**src/hw/pmr_pkg.sv**
```systemverilog
// Constants, register map and carrier types of the power-mode and reset controller.
// Assumes an 8-bit register port driven by the processor core and a 100 MHz system clock.
// Notes on behaviour
// Writing the deep-halt select bit enters deep-halt after the writing instruction completes.
// Deep-halt stops internal oscillator, CPU and digital peripherals; external oscillator is untouched.
// Only a reset ends deep-halt; execution then restarts at address zero.
// An enabled missing-clock detector resets the device and ends deep-halt.
// Setting the doze bit halts CPU and internal oscillator; all state is kept.
// In doze, peripherals sleep; port match stays on, third timer runs only on external clock.
// Software sets the clock divider to divide-by-one before entering doze.
// Doze ends on port match, second-timer overflow, comparator low, capacitive greater-than, or reset.
// A non-reset wake resumes after the doze write, interrupt serviced first.
// Events pending before doze entry do not wake; a held port match still does.
// Deep-halt and nap bits read zero; nap stops only the CPU clock.
// Power control bits 7 to 2 are plain read/write flags resetting to zero.
// Reset stops execution, reloads registers, forces ports, disables interrupts and timers.
// Reset keeps data memory; only the stack pointer is reset.
// Reset loads port latches with ones, open-drain, weak pull-ups enabled.
// Power-on and supply-monitor resets drive the reset pin low while in reset.
// Reset exit clears the PC, picks internal oscillator, enables watchdog at clock/12.
// After power-up the release waits a delay once supply exceeds the threshold.
// Power-on exit sets the power-up cause flag; other resets clear it.
// Power-on enables and selects the supply monitor; other resets leave it alone.
// Supply below threshold holds reset; release above threshold without power-on delay.
// Software enables the monitor, waits, then selects it by writing the cause bit.
// An enabled interrupt ends nap, clearing the nap bit; reset also ends nap.
// Writing the missing-clock flag bit enables or disables the detector; it reads one after its reset.
// Wake inputs are watched without the internal oscillator; it restarts before the CPU resumes.
package pmr_pkg;

    localparam int unsigned CLK_MHZ          = 100;
    localparam int unsigned POR_DELAY_MS     = 10;
    localparam int unsigned POR_DELAY_CYC    = POR_DELAY_MS * 1000 * CLK_MHZ;
    localparam int unsigned OSC_START_NS     = 50;
    localparam int unsigned OSC_START_CYC    = (OSC_START_NS * CLK_MHZ + 999) / 1000;
    localparam int unsigned CNT_W            = 24;

    localparam logic [7:0] ADDR_POWER_MODE   = 8'h87;
    localparam logic [7:0] ADDR_OSC_CTRL     = 8'hb2;
    localparam logic [7:0] ADDR_CLK_SEL      = 8'ha9;
    localparam logic [7:0] ADDR_RST_SRC      = 8'hef;
    localparam logic [7:0] ADDR_MON_CTRL     = 8'hff;

    localparam int unsigned BIT_NAP          = 0;
    localparam int unsigned BIT_HALT         = 1;
    localparam int unsigned BIT_DOZE         = 5;
    localparam int unsigned BIT_POWER_UP_CAUSE_FLAG        = 1;
    localparam int unsigned BIT_MCD          = 2;
    localparam int unsigned BIT_MON_EN       = 7;
    localparam int unsigned BIT_MON_STAT     = 6;

    localparam logic [5:0] GPF_RESET         = 6'h00;
    localparam logic [2:0] CLKDIV_RESET      = 3'h3;
    localparam logic [2:0] CLKDIV_ONE        = 3'h0;

    typedef enum logic [2:0] {
        ST_RESET = 3'b000,
        ST_RUN   = 3'b001,
        ST_NAP   = 3'b011,
        ST_DOZE  = 3'b010,
        ST_WAKE  = 3'b110,
        ST_HALT  = 3'b111
    } pmr_state_t;

    typedef enum logic [1:0] {
        CAUSE_POR    = 2'h0,
        CAUSE_SUPPLY = 2'h1,
        CAUSE_OTHER  = 2'h2,
        CAUSE_MCD    = 2'h3
    } pmr_cause_t;

    typedef struct packed {
        logic [7:0] addr;
        logic [7:0] wdata;
        logic       wr;
        logic       rd;
    } pmr_bus_t;

    typedef struct packed {
        logic port_match;
        logic timer2_ovf;
        logic cmp_low;
        logic cmp_wake_en;
        logic cs_gt;
    } pmr_wake_t;

    typedef struct packed {
        logic       core_rst;
        logic       cpu_clk_en;
        logic       int_osc_en;
        logic       periph_clk_en;
        logic       port_match_en;
        logic       timer3_en;
        logic       port_force;
        logic       weak_pullup_en;
        logic       boot;
        logic [2:0] clk_div;
    } pmr_ctrl_t;

endpackage

```
**src/hw/pmr_top.sv**
```systemverilog
// Power-mode and reset controller: nap, doze and deep-halt modes plus the reset sequencer.
// Assumes the core writes registers at the end of an instruction and that inputs are synchronous to clk.
module pmr_top
    import pmr_pkg::*;
#(
    parameter int unsigned POR_CYC = POR_DELAY_CYC
)
(
    input  wire logic       clk,
    input  wire logic       sys_rst,
    input  wire pmr_bus_t   bus,
    output logic [7:0]      rdata,
    input  wire logic       supply_ok,
    input  wire logic       other_rst_req,
    input  wire logic       mcd_timeout,
    input  wire logic       irq_pending,
    input  wire logic       timer3_ext_clk,
    input  wire pmr_wake_t  wake,
    output pmr_ctrl_t       ctrl,
    output logic            rst_pin_o,
    output logic            rst_pin_oe_n
);

    typedef struct packed {
        pmr_state_t       state;
        pmr_cause_t       cause;
        logic             por_wait;
        logic [CNT_W-1:0] cnt;
        logic [5:0]       gpf;
        logic [2:0]       clkdiv;
        logic             mon_en;
        logic             mon_sel;
        logic             power_up_cause_flag;
        logic             mcd_en;
        logic             mcd_flag;
        logic             boot;
        logic [7:0]       rdata;
    } pmr_regs_t;

    localparam logic [CNT_W-1:0] POR_LAST = CNT_W'(POR_CYC - 1);
    localparam logic [CNT_W-1:0] OSC_LAST = CNT_W'(OSC_START_CYC - 1);

    pmr_regs_t q;
    pmr_regs_t next_q;

    logic rst_mon;
    logic rst_mcd;
    logic any_rst;
    logic doze_wake;
    logic wr_power_mode_control;
    logic wr_osc;

    function automatic logic hit(input pmr_bus_t b, input logic [7:0] a);
        hit = b.wr && (b.addr == a);
    endfunction

    // The wake term is plain combinational logic of the inputs, so it needs no running oscillator.
    always_comb
    begin
        rst_mon   = q.mon_en && q.mon_sel && !supply_ok;
        rst_mcd   = q.mcd_en && mcd_timeout;
        any_rst   = rst_mon || rst_mcd || other_rst_req;
        // Pulsed sources are only seen while dozing, so events that fired earlier are lost by design.
        doze_wake = wake.port_match || wake.timer2_ovf || (wake.cmp_wake_en && wake.cmp_low)
                    || wake.cs_gt;
        wr_power_mode_control   = hit(bus, ADDR_POWER_MODE);
        wr_osc    = hit(bus, ADDR_OSC_CTRL) && bus.wdata[BIT_DOZE];
    end

    always_comb
    begin
        next_q       = q;
        next_q.boot  = 1'b0;
        next_q.rdata = 8'h00;
        if (any_rst)
        begin
            // A power-on wait that is interrupted keeps its cause but restarts its delay.
            if (!(q.state == ST_RESET && q.por_wait))
            begin
                next_q.por_wait = 1'b0;
                if (rst_mon)
                begin
                    next_q.cause = CAUSE_SUPPLY;
                end
                else if (rst_mcd)
                begin
                    next_q.cause = CAUSE_MCD;
                end
                else
                begin
                    next_q.cause = CAUSE_OTHER;
                end
            end
            next_q.state  = ST_RESET;
            next_q.cnt    = '0;
            next_q.gpf    = GPF_RESET;
            next_q.clkdiv = CLKDIV_RESET;
            next_q.mcd_en = 1'b0;
        end
        else
        begin
            unique case (q.state)
                ST_RESET:
                begin
                    if (!q.por_wait || (supply_ok && q.cnt == POR_LAST))
                    begin
                        next_q.state    = ST_RUN;
                        next_q.por_wait = 1'b0;
                        next_q.boot     = 1'b1;
                        next_q.power_up_cause_flag    = (q.cause == CAUSE_POR);
                        next_q.mcd_flag = (q.cause == CAUSE_MCD);
                        next_q.cnt      = '0;
                    end
                    else if (supply_ok)
                    begin
                        next_q.cnt = q.cnt + CNT_W'(1);
                    end
                    else
                    begin
                        next_q.cnt = '0;
                    end
                end
                ST_RUN:
                begin
                    if (wr_power_mode_control && bus.wdata[BIT_HALT])
                    begin
                        next_q.state = ST_HALT;
                    end
                    else if (wr_power_mode_control && bus.wdata[BIT_NAP])
                    begin
                        next_q.state = ST_NAP;
                    end
                    else if (wr_osc)
                    begin
                        // The divider is not checked here; keeping it at one is up to software.
                        next_q.state = ST_DOZE;
                    end
                end
                ST_NAP:
                begin
                    if (irq_pending)
                    begin
                        next_q.state = ST_RUN;
                    end
                end
                ST_DOZE:
                begin
                    if (doze_wake)
                    begin
                        next_q.state = ST_WAKE;
                        next_q.cnt   = '0;
                    end
                end
                ST_WAKE:
                begin
                    if (q.cnt >= OSC_LAST)
                    begin
                        next_q.state = ST_RUN;
                        next_q.cnt   = '0;
                    end
                    else
                    begin
                        next_q.cnt = q.cnt + CNT_W'(1);
                    end
                end
                ST_HALT:
                begin
                    next_q.state = ST_HALT;
                end
                default:
                begin
                    next_q.state = ST_RESET;
                end
            endcase

            if (q.state != ST_RESET && bus.wr)
            begin
                unique case (bus.addr)
                    ADDR_POWER_MODE:
                    begin
                        next_q.gpf = bus.wdata[7:2];
                    end
                    ADDR_CLK_SEL:
                    begin
                        next_q.clkdiv = bus.wdata[2:0];
                    end
                    ADDR_RST_SRC:
                    begin
                        next_q.mon_sel = bus.wdata[BIT_POWER_UP_CAUSE_FLAG];
                        next_q.mcd_en  = bus.wdata[BIT_MCD];
                    end
                    ADDR_MON_CTRL:
                    begin
                        next_q.mon_en = bus.wdata[BIT_MON_EN];
                    end
                    default:
                    begin
                    end
                endcase
            end

            if (q.state != ST_RESET && bus.rd)
            begin
                unique case (bus.addr)
                    ADDR_POWER_MODE:
                    begin
                        next_q.rdata = {q.gpf, 2'b00};
                    end
                    ADDR_CLK_SEL:
                    begin
                        next_q.rdata = {5'h00, q.clkdiv};
                    end
                    ADDR_RST_SRC:
                    begin
                        next_q.rdata = {5'h00, q.mcd_flag, q.power_up_cause_flag, 1'b0};
                    end
                    ADDR_MON_CTRL:
                    begin
                        next_q.rdata = {q.mon_en, supply_ok, 6'h00};
                    end
                    default:
                    begin
                        next_q.rdata = 8'h00;
                    end
                endcase
            end
        end
    end

    // Only control state is here; data memory lives elsewhere and never sees this reset.
    always_ff @(posedge clk)
    begin
        if (sys_rst)
        begin
            q          <= '0;
            q.state    <= ST_RESET;
            q.cause    <= CAUSE_POR;
            q.por_wait <= 1'b1;
            q.gpf      <= GPF_RESET;
            q.clkdiv   <= CLKDIV_RESET;
            q.mon_en   <= 1'b1;
            q.mon_sel  <= 1'b1;
        end
        else
        begin
            q <= next_q;
        end
    end

    always_comb
    begin
        rdata               = q.rdata;
        ctrl.core_rst       = (q.state == ST_RESET);
        ctrl.cpu_clk_en     = (q.state == ST_RUN);
        ctrl.int_osc_en     = !(q.state == ST_HALT || q.state == ST_DOZE);
        ctrl.periph_clk_en  = (q.state == ST_RUN || q.state == ST_NAP);
        ctrl.port_match_en  = (q.state != ST_RESET && q.state != ST_HALT);
        ctrl.timer3_en      = ctrl.periph_clk_en || (q.state == ST_DOZE && timer3_ext_clk);
        ctrl.port_force     = (q.state == ST_RESET);
        ctrl.weak_pullup_en = 1'b1;
        ctrl.boot           = q.boot;
        ctrl.clk_div        = q.clkdiv;
        rst_pin_o           = 1'b0;
        rst_pin_oe_n        = !(q.state == ST_RESET
                                && (q.cause == CAUSE_POR || q.cause == CAUSE_SUPPLY));
    end

endmodule

```
**config.mk**
```make
export PLATFORM = sky130hd
export DESIGN_NAME = pmr_top
export DESIGN_NICKNAME = d
export VERILOG_FILES = /design/src/hw/pmr_pkg.sv /design/src/hw/pmr_top.sv
export SDC_FILE = /design/constraint.sdc
export NUM_CORES = 1
export LEC_CHECK = 0
export BUFFER_PORTS_ARGS = -buffer_cell sky130_fd_sc_hd__buf_4
export CORE_MARGIN = 3
export CORE_UTILIZATION = 45
export DETAILED_ROUTE_END_ITERATION = 16
export GPL_TIMING_DRIVEN = 1
export PLACE_DENSITY = 0.67
export RECOVER_POWER = 100
export SYNTH_ARGS = -nofsm -noshare
export SYNTH_HDL_FRONTEND = slang
export SYNTH_SLANG_ARGS = --single-unit
export TNS_END_PERCENT = 20
```
**constraint.sdc**
```tcl
create_clock -name clk -period 2.95 [get_ports clk]
set_input_delay 0 -clock clk [delete_from_list [all_inputs] [get_ports clk]]
set_output_delay 0 -clock clk [all_outputs]
set_load 0.01 [all_outputs]
```
# Word level (Yosys, flattened, before mapping)
# Cells that the tools add are included.
[totals]
ff_bits = 53
inputBits = 30
out_inout_bits = 22
word_cells = 114
[op_classes]
addsub = 1
order_cmp = 1
eq_ne = 20
mux = 26
bitwise = 4
n_reduce_logical = 49
[op_table]
columns = ["operator", "n"]
rows = [
  ["2-to-1 mux 24 bit", 4],
  ["one-hot mux 24 bit (3 select lines)", 1],
  ["== test 8 bit, second input constant", 5],
  ["2-to-1 mux 34 bit", 1],
  ["one-hot mux 8 bit (4 select lines)", 1],
  ["adder 24 x 1 -> 24 bit, second input constant", 1],
  ["== test 24 x 20 -> 1 bit, second input constant", 1],
  [">= comparator 24 x 3 -> 1 bit, second input constant", 1],
  ["2-to-1 mux 3 bit", 8],
  ["one-hot mux 3 bit (6 select lines)", 1],
  ["logical AND 1 bit", 16],
  ["AND reduction 3 bit", 4],
  ["2-to-1 mux 11 bit", 1],
  ["logical OR 1 bit", 10],
  ["AND reduction 2 bit", 5],
  ["inequality test 2 bit, second input constant", 4],
  ["2-to-1 mux 1 bit", 7],
  ["== test 3 x 2 -> 1 bit, second input constant", 2],
  ["== test 3 bit, second input constant", 2],
  ["2-to-1 mux 6 bit", 1],
  ["nonzero test 3 bit", 2],
  ["OR reduction 3 bit", 2],
  ["AND reduction 5 bit", 1],
  ["zero test 1 bit", 4],
  ["other kinds (12)", 16],
]

# Logic depth before layout (Yosys ltp)
# Gate-level depths: netlist (run 1).
[depth]
ltp_word = 7
depth_mapped = 8

# Worst setup path before layout (run 1)
# Ideal clock, no wire load.
[synth_timing]
path_type = "register -> register"
start = "reg q[34] in the netlist's numbering"
end = "reg q[23] in the netlist's numbering"
arrival_time_ns = 1.757
required_time_ns = 2.818
slack_ns = 1.061
path_stages_with_launch = 7
path_buffers = 1
period_less_slack_ns = 1.889
path_cell_list = "dfxtp_1 -> nor4_1 -> nand3_1 -> o41a_1 -> a211oi_4 -> buf_6 -> nor3_1"
[synth_via]
elab_chain_cells = 5
word_cells_on_any_way = 7
classes_between = "order compare (1); eq/ne (1); mux (3); reduce/logical (2)"
[synth_lines]
columns = ["element", "line", "rtl"]
rows = [
  ["from (decl)", "pmr_top.sv:43", "pmr_regs_t q;"],
  ["from (signal assigned)", "pmr_top.sv:246", "q <= next_q;"],
  ["parallel branches: the longest is 4 deep, another holds >= comparator 24 x 3 -> 1 bit", "n/a", ""],
  ["one-hot mux 24 bit (3 select lines) *", "pmr_top.sv:102", "unique case (q.state)"],
]
# Every way passes the cells marked *.
# A chain may end at the register's enable or synchronous reset.

# Worst setup path in the final report (run 1)
[layout_timing]
start = "reg q[34] in the netlist's numbering"
end = "reg q[37] in the netlist's numbering"
[layout_via]
elab_chain_cells = 5
word_cells_on_any_way = 9
classes_between = "add/sub (1); order compare (1); eq/ne (1); mux (4); reduce/logical (2)"
[layout_lines]
columns = ["element", "line"]
rows = [
  ["parallel branches: the longest is 4 deep, another holds adder 24 x 1 -> 24 bit", "n/a"],
  ["one-hot mux 24 bit (3 select lines) *", "pmr_top.sv:102"],
]
# Marked as above.

==> flow_summary.ini, run 1 <==
[floorplanning]
die_y_um = 84.9
core_sq_mm = 0.00599
die_width_um = 84.9
start_util = 0.468
boundaryPins = 52
die_area_sq_mm = 0.00721
core.rowCount = 28

[global_route]
grt_pass1_vias = 2351
grt_antenna_before_repair = 0
grt_pass1_wl_um = 11100
grt_max_degree = 35
grt.total_usage = 0.189
overflow = 0

[power]
intPower_uw = 972
p_leak_uw = 0.00102
power_frac_seq = 0.575
pwr-share-clk = 0.357
swShare = 0.219
power_density_mw_per_mm2 = 385
pwr-share-comb = 0.068
p_switching_uw = 272
ir_drop_mv = 0.243

[worst_setup_path]
startpoint_type = flip-flop
crit_arrival_ps = 2600
cp-end-kind = flip-flop
critPathKind = flip-flop to flip-flop
path_max_fanout = 24
crit_required_ps = 3120
crit_start = q[34]
reg2reg_from = q[34]

[place]
port_buffers = 49
detailed_place_hpwl_um = 4830
place_congestion = 0.799
dp_cells = 425
pre_cts_slack_ps = 728

[cells_and_area]
fill_cells = 584
finalNetCount = 401
most-common-layout-cells = 53 x dfxtp_1, 42 x nor3_1, 31 x buf_4, 28 x nor2_1
diodes = 0
drive_gt1_frac = 0.127
layout.cells.non_filler = 445
final_common_cell = dfxtp_1
area_growth_syn_to_layout_pct = 15.4

[synth]
synth_cells = 329
yosys_warnings = 0
synthDistinctLibCells = 57
syn_nets = 361
synth.avg_cell_area_sq_um = 8.52
synth_ff_type = dfxtp_1
ys_seq_area_frac = 0.379
ys_ff_latch = 53
synth-async-reset-ratio = 0
synth-edff-count = 0
netlist_area_sq_mm = 0.00280

[sta]
setup_slack_ps = 521
slew_headroom = 0.344
worstMarginPinSlew_ps = 983
timing.final.crit_share = 0.823
fin_crit_ps = 2430
max_freq_ghz = 0.412
finalSetupViolCount = 0
hold_viol = 0
maxSlewViolCount = 0
fin_tns_setup_ps = 0
fin_skew_ps = 8.22
fin_hold_ws_ps = 14.1
rsz0062_at_grt = no

[flow_run]
cap_violations = 0

[clock_tree]
post_cts_resized = 0
clock_latency_ps = 300
postCtsHoldBufs = 12
cts_tree = done
clockRootBuffer = clkbuf_8
cts.sinks = 53
clkTransAtPathRegs_ps = 90
h-tree-depth = 2
cts_buffers = 5
cts_setup_buffers = 0
cts.path.max_buffers = 2

[route]
drt-total-wl_um = 6670
wl_per_cell_um = 15.0
firstDrtPassIters = 5
drt_iter0_drc = 131
ant_nets = 0
drc = 0
num_vias = 2450
vias_per_cell = 5.51

[outcome]
outcome = completed

[hold_path]
min_path_type = primary input to flip-flop
holdCritStartpoint = bus[12]
synthesized netlist by cell type, types with 2 or more instances:
master	number	share of area
nand2b_1	6	0.013
and4_1	6	0.019
nor4_1	8	0.018
o41ai_1	2	0.0063
nor3_1	42	0.075
buf_2	2	0.0036
and2_1	4	0.0089
inv_1	11	0.015
a2111o_1	2	0.0080
a22oi_1	4	0.011
xor2_1	2	0.0063
nand2_1	22	0.029
a211o_1	3	0.0094
mux2i_1	11	0.039
xnor2_1	22	0.069
o2111ai_1	2	0.0063
nor2_1	28	0.037
a21oi_1	6	0.011
dfxtp_1	53	0.38
clkbuf_1	11	0.015
conb_1	2	0.0027
ha_1	2	0.0089
nor2b_1	6	0.013
buf_4	16	0.043
o21ai_0	2	0.0036
nand4_1	11	0.025
buf_6	2	0.0080
nand3_1	6	0.011
a211oi_1	2	0.0054
and3_1	5	0.011
o31ai_1	2	0.0054
routing by layer:
| metal | vias up | wire length [um] | global-route usage |
|---|---|---|---|
| met5 | - | 0 | 0 |
| met4 | 0 | 97 | 0.0561 |
| met3 | 8 | 272 | 0.0417 |
| met2 | 51 | 3280 | 0.333 |
| met1 | 1151 | 3020 | 0.229 |
| li1 | 1240 | - | - |
sequential cells by signal (all words and copies together) (netlist names):
signal,cells
rdata,8
q,41
ctrl,4
final timing paths:
kind	slack, ps	endpoint	depth (start not counted)
hold reg to reg	460	rdata[0]	2
setup reg to reg	520	q[37]	6
setup / recovery	520	q[37]	6
hold / removal	10	rdata[0]	4
through the flow:
stage	cell area, sq um	util	power, uW
floorplan	2800	-	765
global placement	3100	0.517	806
detailed placement	3100	0.517	806
CTS	3320	0.554	1260
global route	3230	0.540	1300
finish	3230	0.540	1240
layout make-up:
type                    instances  area [sq um]  share of cell area
inverters                      11          41.3              0.0128
flip-flops and latches         53          1060               0.328
repair buffers                 65           437               0.135
clock inverters                 1          5.00             0.00155
clock buffers                   7          96.3              0.0298
well taps                      75          93.8              0.0290
multi-input cells             233          1500               0.464
cells by family (layout without fill, tap and decap cells):
logic type                 Yosys count  in the layout  synth area share
buffers and inverters               43             84            0.0857
DFF                                 53             53             0.379
and+or+nand+nor                    157            157             0.302
AOI/OAI and AO/OA                   36             36             0.104
muxes                               12             12            0.0433
adders and majority gates            2              2           0.00893
other                                2              2           0.00268
xor gates and xnor gates            24             24            0.0750
power groups by stage:
stage          sequential [uW]  combinational, uW  clock (uW)
5_1_grt                    716               92.1         487
6_report                   716               84.2         445
2_1_floorplan              732               32.3           0
3_3_place_gp               733               73.2           0
3_5_place_dp               733               73.8           0
4_1_cts                    716               85.6         460
worst max-delay path, cell delays in order (launching register included):
cell	delay [ps]
dfxtp_1	360
nor4_1	410
nand3_1	230
o41a_1	520
a211oi_4	210
clkbuf_2	460
nor3_1	100
Note: power is estimated with default switching activity, not from simulation.
==> run 2: changes to the inputs <==
--- a/config.mk
+++ b/config.mk
@@ -10,7 +10,7 @@
 export CORE_UTILIZATION = 45
 export DETAILED_ROUTE_END_ITERATION = 16
 export GPL_TIMING_DRIVEN = 1
-export PLACE_DENSITY = 0.67
+export PLACE_DENSITY = 0.69
 export RECOVER_POWER = 100
 export SYNTH_ARGS = -nofsm -noshare
 export SYNTH_HDL_FRONTEND = slang
==> constraint.sdc (replaced) <==
create_clock -name clk -period 1.95 [get_ports clk]
set_input_delay 0 -clock clk [delete_from_list [all_inputs] [get_ports clk]]
set_output_delay 0 -clock clk [all_outputs]
set_load 0.01 [all_outputs]
==> run 2 against run 1 <==
Die area unchanged. Via count grew 4.0%. Hold slack got worse by 0.92 ps. Clock power up 44%. Global-route usage up 1.3 points. Clock skew increased by 0.81 ps. Total power up 50%. Combinational power increased by 63%. Critical path depth stayed put. Flip-flop and latch count unchanged. Critical path type unchanged.
==> flow_summary.ini, run 2 (synthesized netlist as in run 1, its figures left out) <==
[floorplanning]
core.rowCount = 28
die_area_sq_mm = 0.00721
die_width_um = 84.9
die_y_um = 84.9
boundaryPins = 52
start_util = 0.468
core_sq_mm = 0.00599

[worst_setup_path]
critPathKind = flip-flop to flip-flop
cp-end-kind = flip-flop
slowest_delay_ps = 490
path_max_fanout = 20
crit_arrival_ps = 2090
crit_required_ps = 2130
rr_worst_depth = 6
rrSetupSlack_ps = 40
reg2reg_to = q[43]
reg2reg_from = q[43]
critical_path_buf_inv_count = 1
cp_top_family = compound AO/OA/AOI/OAI gates
startpoint_type = flip-flop
crit_slowest_cell = o41a_1
crit_chain = nor4_2 > nand3_1 > o41a_1 > a211oi_4 > buf_12 > nor3_1

[sta]
finalSetupViolCount = 0
fin_crit_ps = 1910
fin_hold_ws_ps = 13.2
slew_headroom = 0.664
hold_viol = 0
maxSlewViolCount = 0
max_freq_ghz = 0.524
rsz0062_at_grt = yes
fin_skew_ps = 9.03
timing.final.crit_share = 0.979
worstMarginPinSlew_ps = 503

[hold_path]
holdCritStartpoint = other_rst_req
min_path_type = primary input to flip-flop
whs_endpoint = q[48]
hold_depth = 4

[cells_and_area]
finalNetCount = 427
finalInstanceArea_sq_mm = 0.00349
largest-register = q
drive_gt1_frac = 0.208
final_common_cell = buf_4
fill_cells = 561
area_growth_syn_to_layout_pct = 24.6
most-common-layout-cells = 59 x buf_4, 52 x dfxtp_1, 42 x nor3_1, 28 x nor2_1
largest_reg_flops = 41
diodes = 0

[place]
place_congestion = 0.897
place_area_sq_mm = 0.00330
port_buffers = 49
detailed_place_hpwl_um = 5120

[route]
vias_per_cell = 5.42
num_vias = 2549
wl_per_cell_um = 15.2
drt-total-wl_um = 7150
drt_iter0_drc = 95
ant_nets = 0
firstDrtPassIters = 4
drc = 0

[outcome]
outcome = completed

[clock_tree]
h-tree-depth = 2
cts_buffers = 5
clock_latency_ps = 310
cts_tree = done
clockRootBuffer = clkbuf_8
cts.sinks = 53
clkTransAtPathRegs_ps = 100
cts.path.max_buffers = 2

[power]
ir_drop_mv = 0.289
power_density_mw_per_mm2 = 533
p_leak_uw = 0.00121

[global_route]
grt_antenna_before_repair = 0
grt_pass1_wl_um = 11900
grt_pass1_vias = 2472
grt.total_usage = 0.201
overflow = 0
grt_max_degree = 35

[flow_run]
cap_violations = 0
[run 2: cell types whose count changed in the layout (fill, tap and decap cells not counted), sizes merged]
cell / delta
buf: +29
clkbuf: -3
clkinv: -1
clkinvlp: +1
dlygate4sd3: -1
[run 2: area by class of cell]
| type | instances | area [sq um] | area share |
|---|---|---|---|
| multi-input combinational | 233 | 1560 | 0.446 |
| sequential | 53 | 1060 | 0.304 |
| timing repair buffer | 91 | 648 | 0.186 |
| tap | 75 | 93.8 | 0.0269 |
| clock buffer | 6 | 82.6 | 0.0237 |
| inverter | 11 | 41.3 | 0.0118 |
| clock inverter | 1 | 7.51 | 0.00215 |
[run 2: where the power goes]
part	total, uW	leakage (uW)	switching, uW	internal, uW
logic	137	0.000735	63.5	73.8
registers	1080	0.000427	0.366	1080
clock network	641	0.0000433	360	282
total	1860	0.00121	424	1440
[run 2: worst max path at each step]
| stage | start | endpoint | slack, ps | cells after the start |
|---|---|---|---|---|
| floorplan | q[34] | q[23] | 60 | 6 |
| global placement | q[34] | q[11] | -20 | 7 |
| detailed placement | q[34] | q[9] | -20 | 7 |
| CTS | q[34] | q[45] | 30 | 6 |
| global route | q[43] | q[30] | -90 | 6 |
| finish | q[43] | q[43] | 40 | 6 |
[run 2: worst register-to-register path: cells and delay by family (launching register included)]
kind	cells	cell delay [ps]
AOI/OAI and AO/OA	2	770
and+or+nand+nor	3	490
DFF	1	330
buffers and inverters	1	190
[run 2: per-stage QoR]
stage	setup slack [ps]	instances	TNS, ps	utilization	total power (uW)
final	40.8	470	0	0.583	1860
after global routing	-90.3	470	-1710	0.583	1940
after CTS	25.9	469	0	0.586	1880
after detailed placement	-20.3	451	-33.1	0.551	1220
after global placement	-15.4	451	-15.4	0.551	1220
after floorplan	61.4	329	0	-	1160
[run 2: layer usage]
layer  global-route usage  routed length [um]  up-vias
li1                     -                   -     1289
met1                0.261                3170     1172
met3               0.0388                 335       17
met5                    0                   0        -
met2                0.340                3500       71
met4               0.0619                 138        0
[run 2: repair_timing]
item,in CTS,in global routing
resized for setup,1,8
buffers inserted,0,1
hold endpoints to repair,18,0
pin swaps,0,1
endpoints found under the setup margin,2,26
cloned,0,0
hold buffers,11,0
==> run 3: changes to the inputs <==
--- a/config.mk
+++ b/config.mk
@@ -10,6 +10,7 @@
 export CORE_UTILIZATION = 45
 export DETAILED_ROUTE_END_ITERATION = 16
 export GPL_TIMING_DRIVEN = 1
+export HOLD_SLACK_MARGIN = 0.08
 export PLACE_DENSITY = 0.69
 export RECOVER_POWER = 100
 export SYNTH_ARGS = -nofsm -noshare
==> run 3 against run 2 <==
Fmax decreased by 0.16%. Clock-buffer cell count unchanged. Flip-flop and latch count unchanged. Via count decreased by 0.16%. Clock skew decreased by 0.63 ps. Final cell count up 0.43%. Setup slack worse by 3.1 ps. Non-clock buffer count increased by 2. Total power increased by 0.15%.
==> flow_summary.ini, run 3 (synthesized netlist as in run 1, its figures left out) <==
[outcome]
outcome = completed

[cells_and_area]
final_common_cell = buf_4
diodes = 0
fill_cells = 559
seq_area_sq_mm = 0.00106
area_growth_syn_to_layout_pct = 25.3
most-common-layout-cells = 59 x buf_4, 52 x dfxtp_1, 42 x nor3_1, 28 x nor2_1
finalInstanceArea_sq_mm = 0.00351
drive_gt1_frac = 0.207
finalNetCount = 429
largest-register = q
multi_input_area_sq_mm = 0.00156
largest_reg_flops = 41

[worst_setup_path]
crit_required_ps = 2130
critPathKind = flip-flop to flip-flop
cp-end-kind = flip-flop
startpoint_type = flip-flop
reg2reg_from = q[43]
crit_arrival_ps = 2090
path_max_fanout = 20
crit_start = q[43]

[power]
power_uw = 1860
ir_drop_mv = 0.289
power_density_mw_per_mm2 = 531
p_leak_uw = 0.00121

[flow_run]
cap_violations = 0

[route]
vias_per_cell = 5.39
drt-total-wl_um = 7200
wl_per_cell_um = 15.3
firstDrtPassIters = 5
ant_nets = 0
num_vias = 2545
drt_iter0_drc = 122
drc = 0

[place]
detailed_place_hpwl_um = 5120
place_area_sq_mm = 0.00330
place_congestion = 0.897
pre_cts_slack_ps = -20.3
port_buffers = 49

[clock_tree]
cts_buffers = 5
cts_tree = done
clock_latency_ps = 310
clkTransAtPathRegs_ps = 100
clockRootBuffer = clkbuf_8
cts.sinks = 53
cts.path.max_buffers = 2
h-tree-depth = 2

[floorplanning]
die_width_um = 84.9
start_util = 0.468
core_sq_mm = 0.00599
die_area_sq_mm = 0.00721
core.rowCount = 28
die_y_um = 84.9
boundaryPins = 52

[sta]
finalSetupViolCount = 0
maxSlewViolCount = 0
rsz0062_at_grt = yes
timing.final.crit_share = 0.981
fin_crit_ps = 1910
fin_skew_ps = 8.40
setup_slack_ps = 37.7
max_freq_ghz = 0.523
hold_viol = 0

[hold_path]
holdCritStartpoint = bus[12]
min_path_type = primary input to flip-flop

[global_route]
grt_pass1_vias = 2495
grt_max_degree = 35
overflow = 0
grt.total_usage = 0.203
grt_antenna_before_repair = 0
grt_pass1_wl_um = 12000
[run 3: where the power goes]
| group | internal (uW) | total (uW) | switching, uW | leakage, uW |
|---|---|---|---|---|
| Combinational | 76.4 | 141 | 64.8 | 0.000743 |
| Sequential | 1080 | 1080 | 0.372 | 0.000427 |
| Clock | 282 | 640 | 359 | 0.0000433 |
| Total | 1440 | 1860 | 424 | 0.00121 |
[run 3: layout make-up]
class | instances | area share
multi-input combinational | 233 | 0.443
sequential | 53 | 0.303
timing repair buffer | 93 | 0.190
tap | 75 | 0.0267
clock buffer | 6 | 0.0235
inverter | 11 | 0.0118
clock inverter | 1 | 0.00214
[run 3: worst paths after layout]
check / to / slack [ps] / cells past startpoint
worst max-delay path: q[43] / 40 / 6
worst max register to register: q[43] / 40 / 6
worst min-delay path: rdata[0] / 100 / 5
worst min register to register: rdata[3] / 470 / 1
[run 3: metal layers]
metal	up-vias	track usage	part of all wire
met1	1180	0.261	0.45
met5	-	0	0
met2	60	0.345	0.50
met4	0	0.0619	0.016
li1	1292	-	-
met3	13	0.0388	0.042
[run 3: per-stage QoR]
| step | utilization | std cells | setup TNS, ps | hold WS [ps] |
|---|---|---|---|---|
| after floorplan | - | 329 | 0 | 128 |
| after global placement | 0.551 | 451 | -15.4 | 226 |
| after detailed placement | 0.551 | 451 | -33.1 | 233 |
| after CTS | 0.589 | 471 | 0 | 86.3 |
| after global routing | 0.586 | 472 | -1710 | 119 |
| final | 0.586 | 472 | 0 | 96.8 |
[run 3: repair_timing]
action / in CTS / in global routing
setup endpoints to repair: 2 / 26
pin swaps: 0 / 1
hold endpoints to repair: 19 / 0
resized for setup: 1 / 8
setup buffers: 0 / 1
hold buffers: 13 / 0
[run 3: critical path, cell delays in order (launching register included)]
cell,delay (ps)
dfxtp_1,330
nor4_2,290
nand3_1,140
o41a_1,490
a211oi_4,280
buf_12,190
nor3_1,60
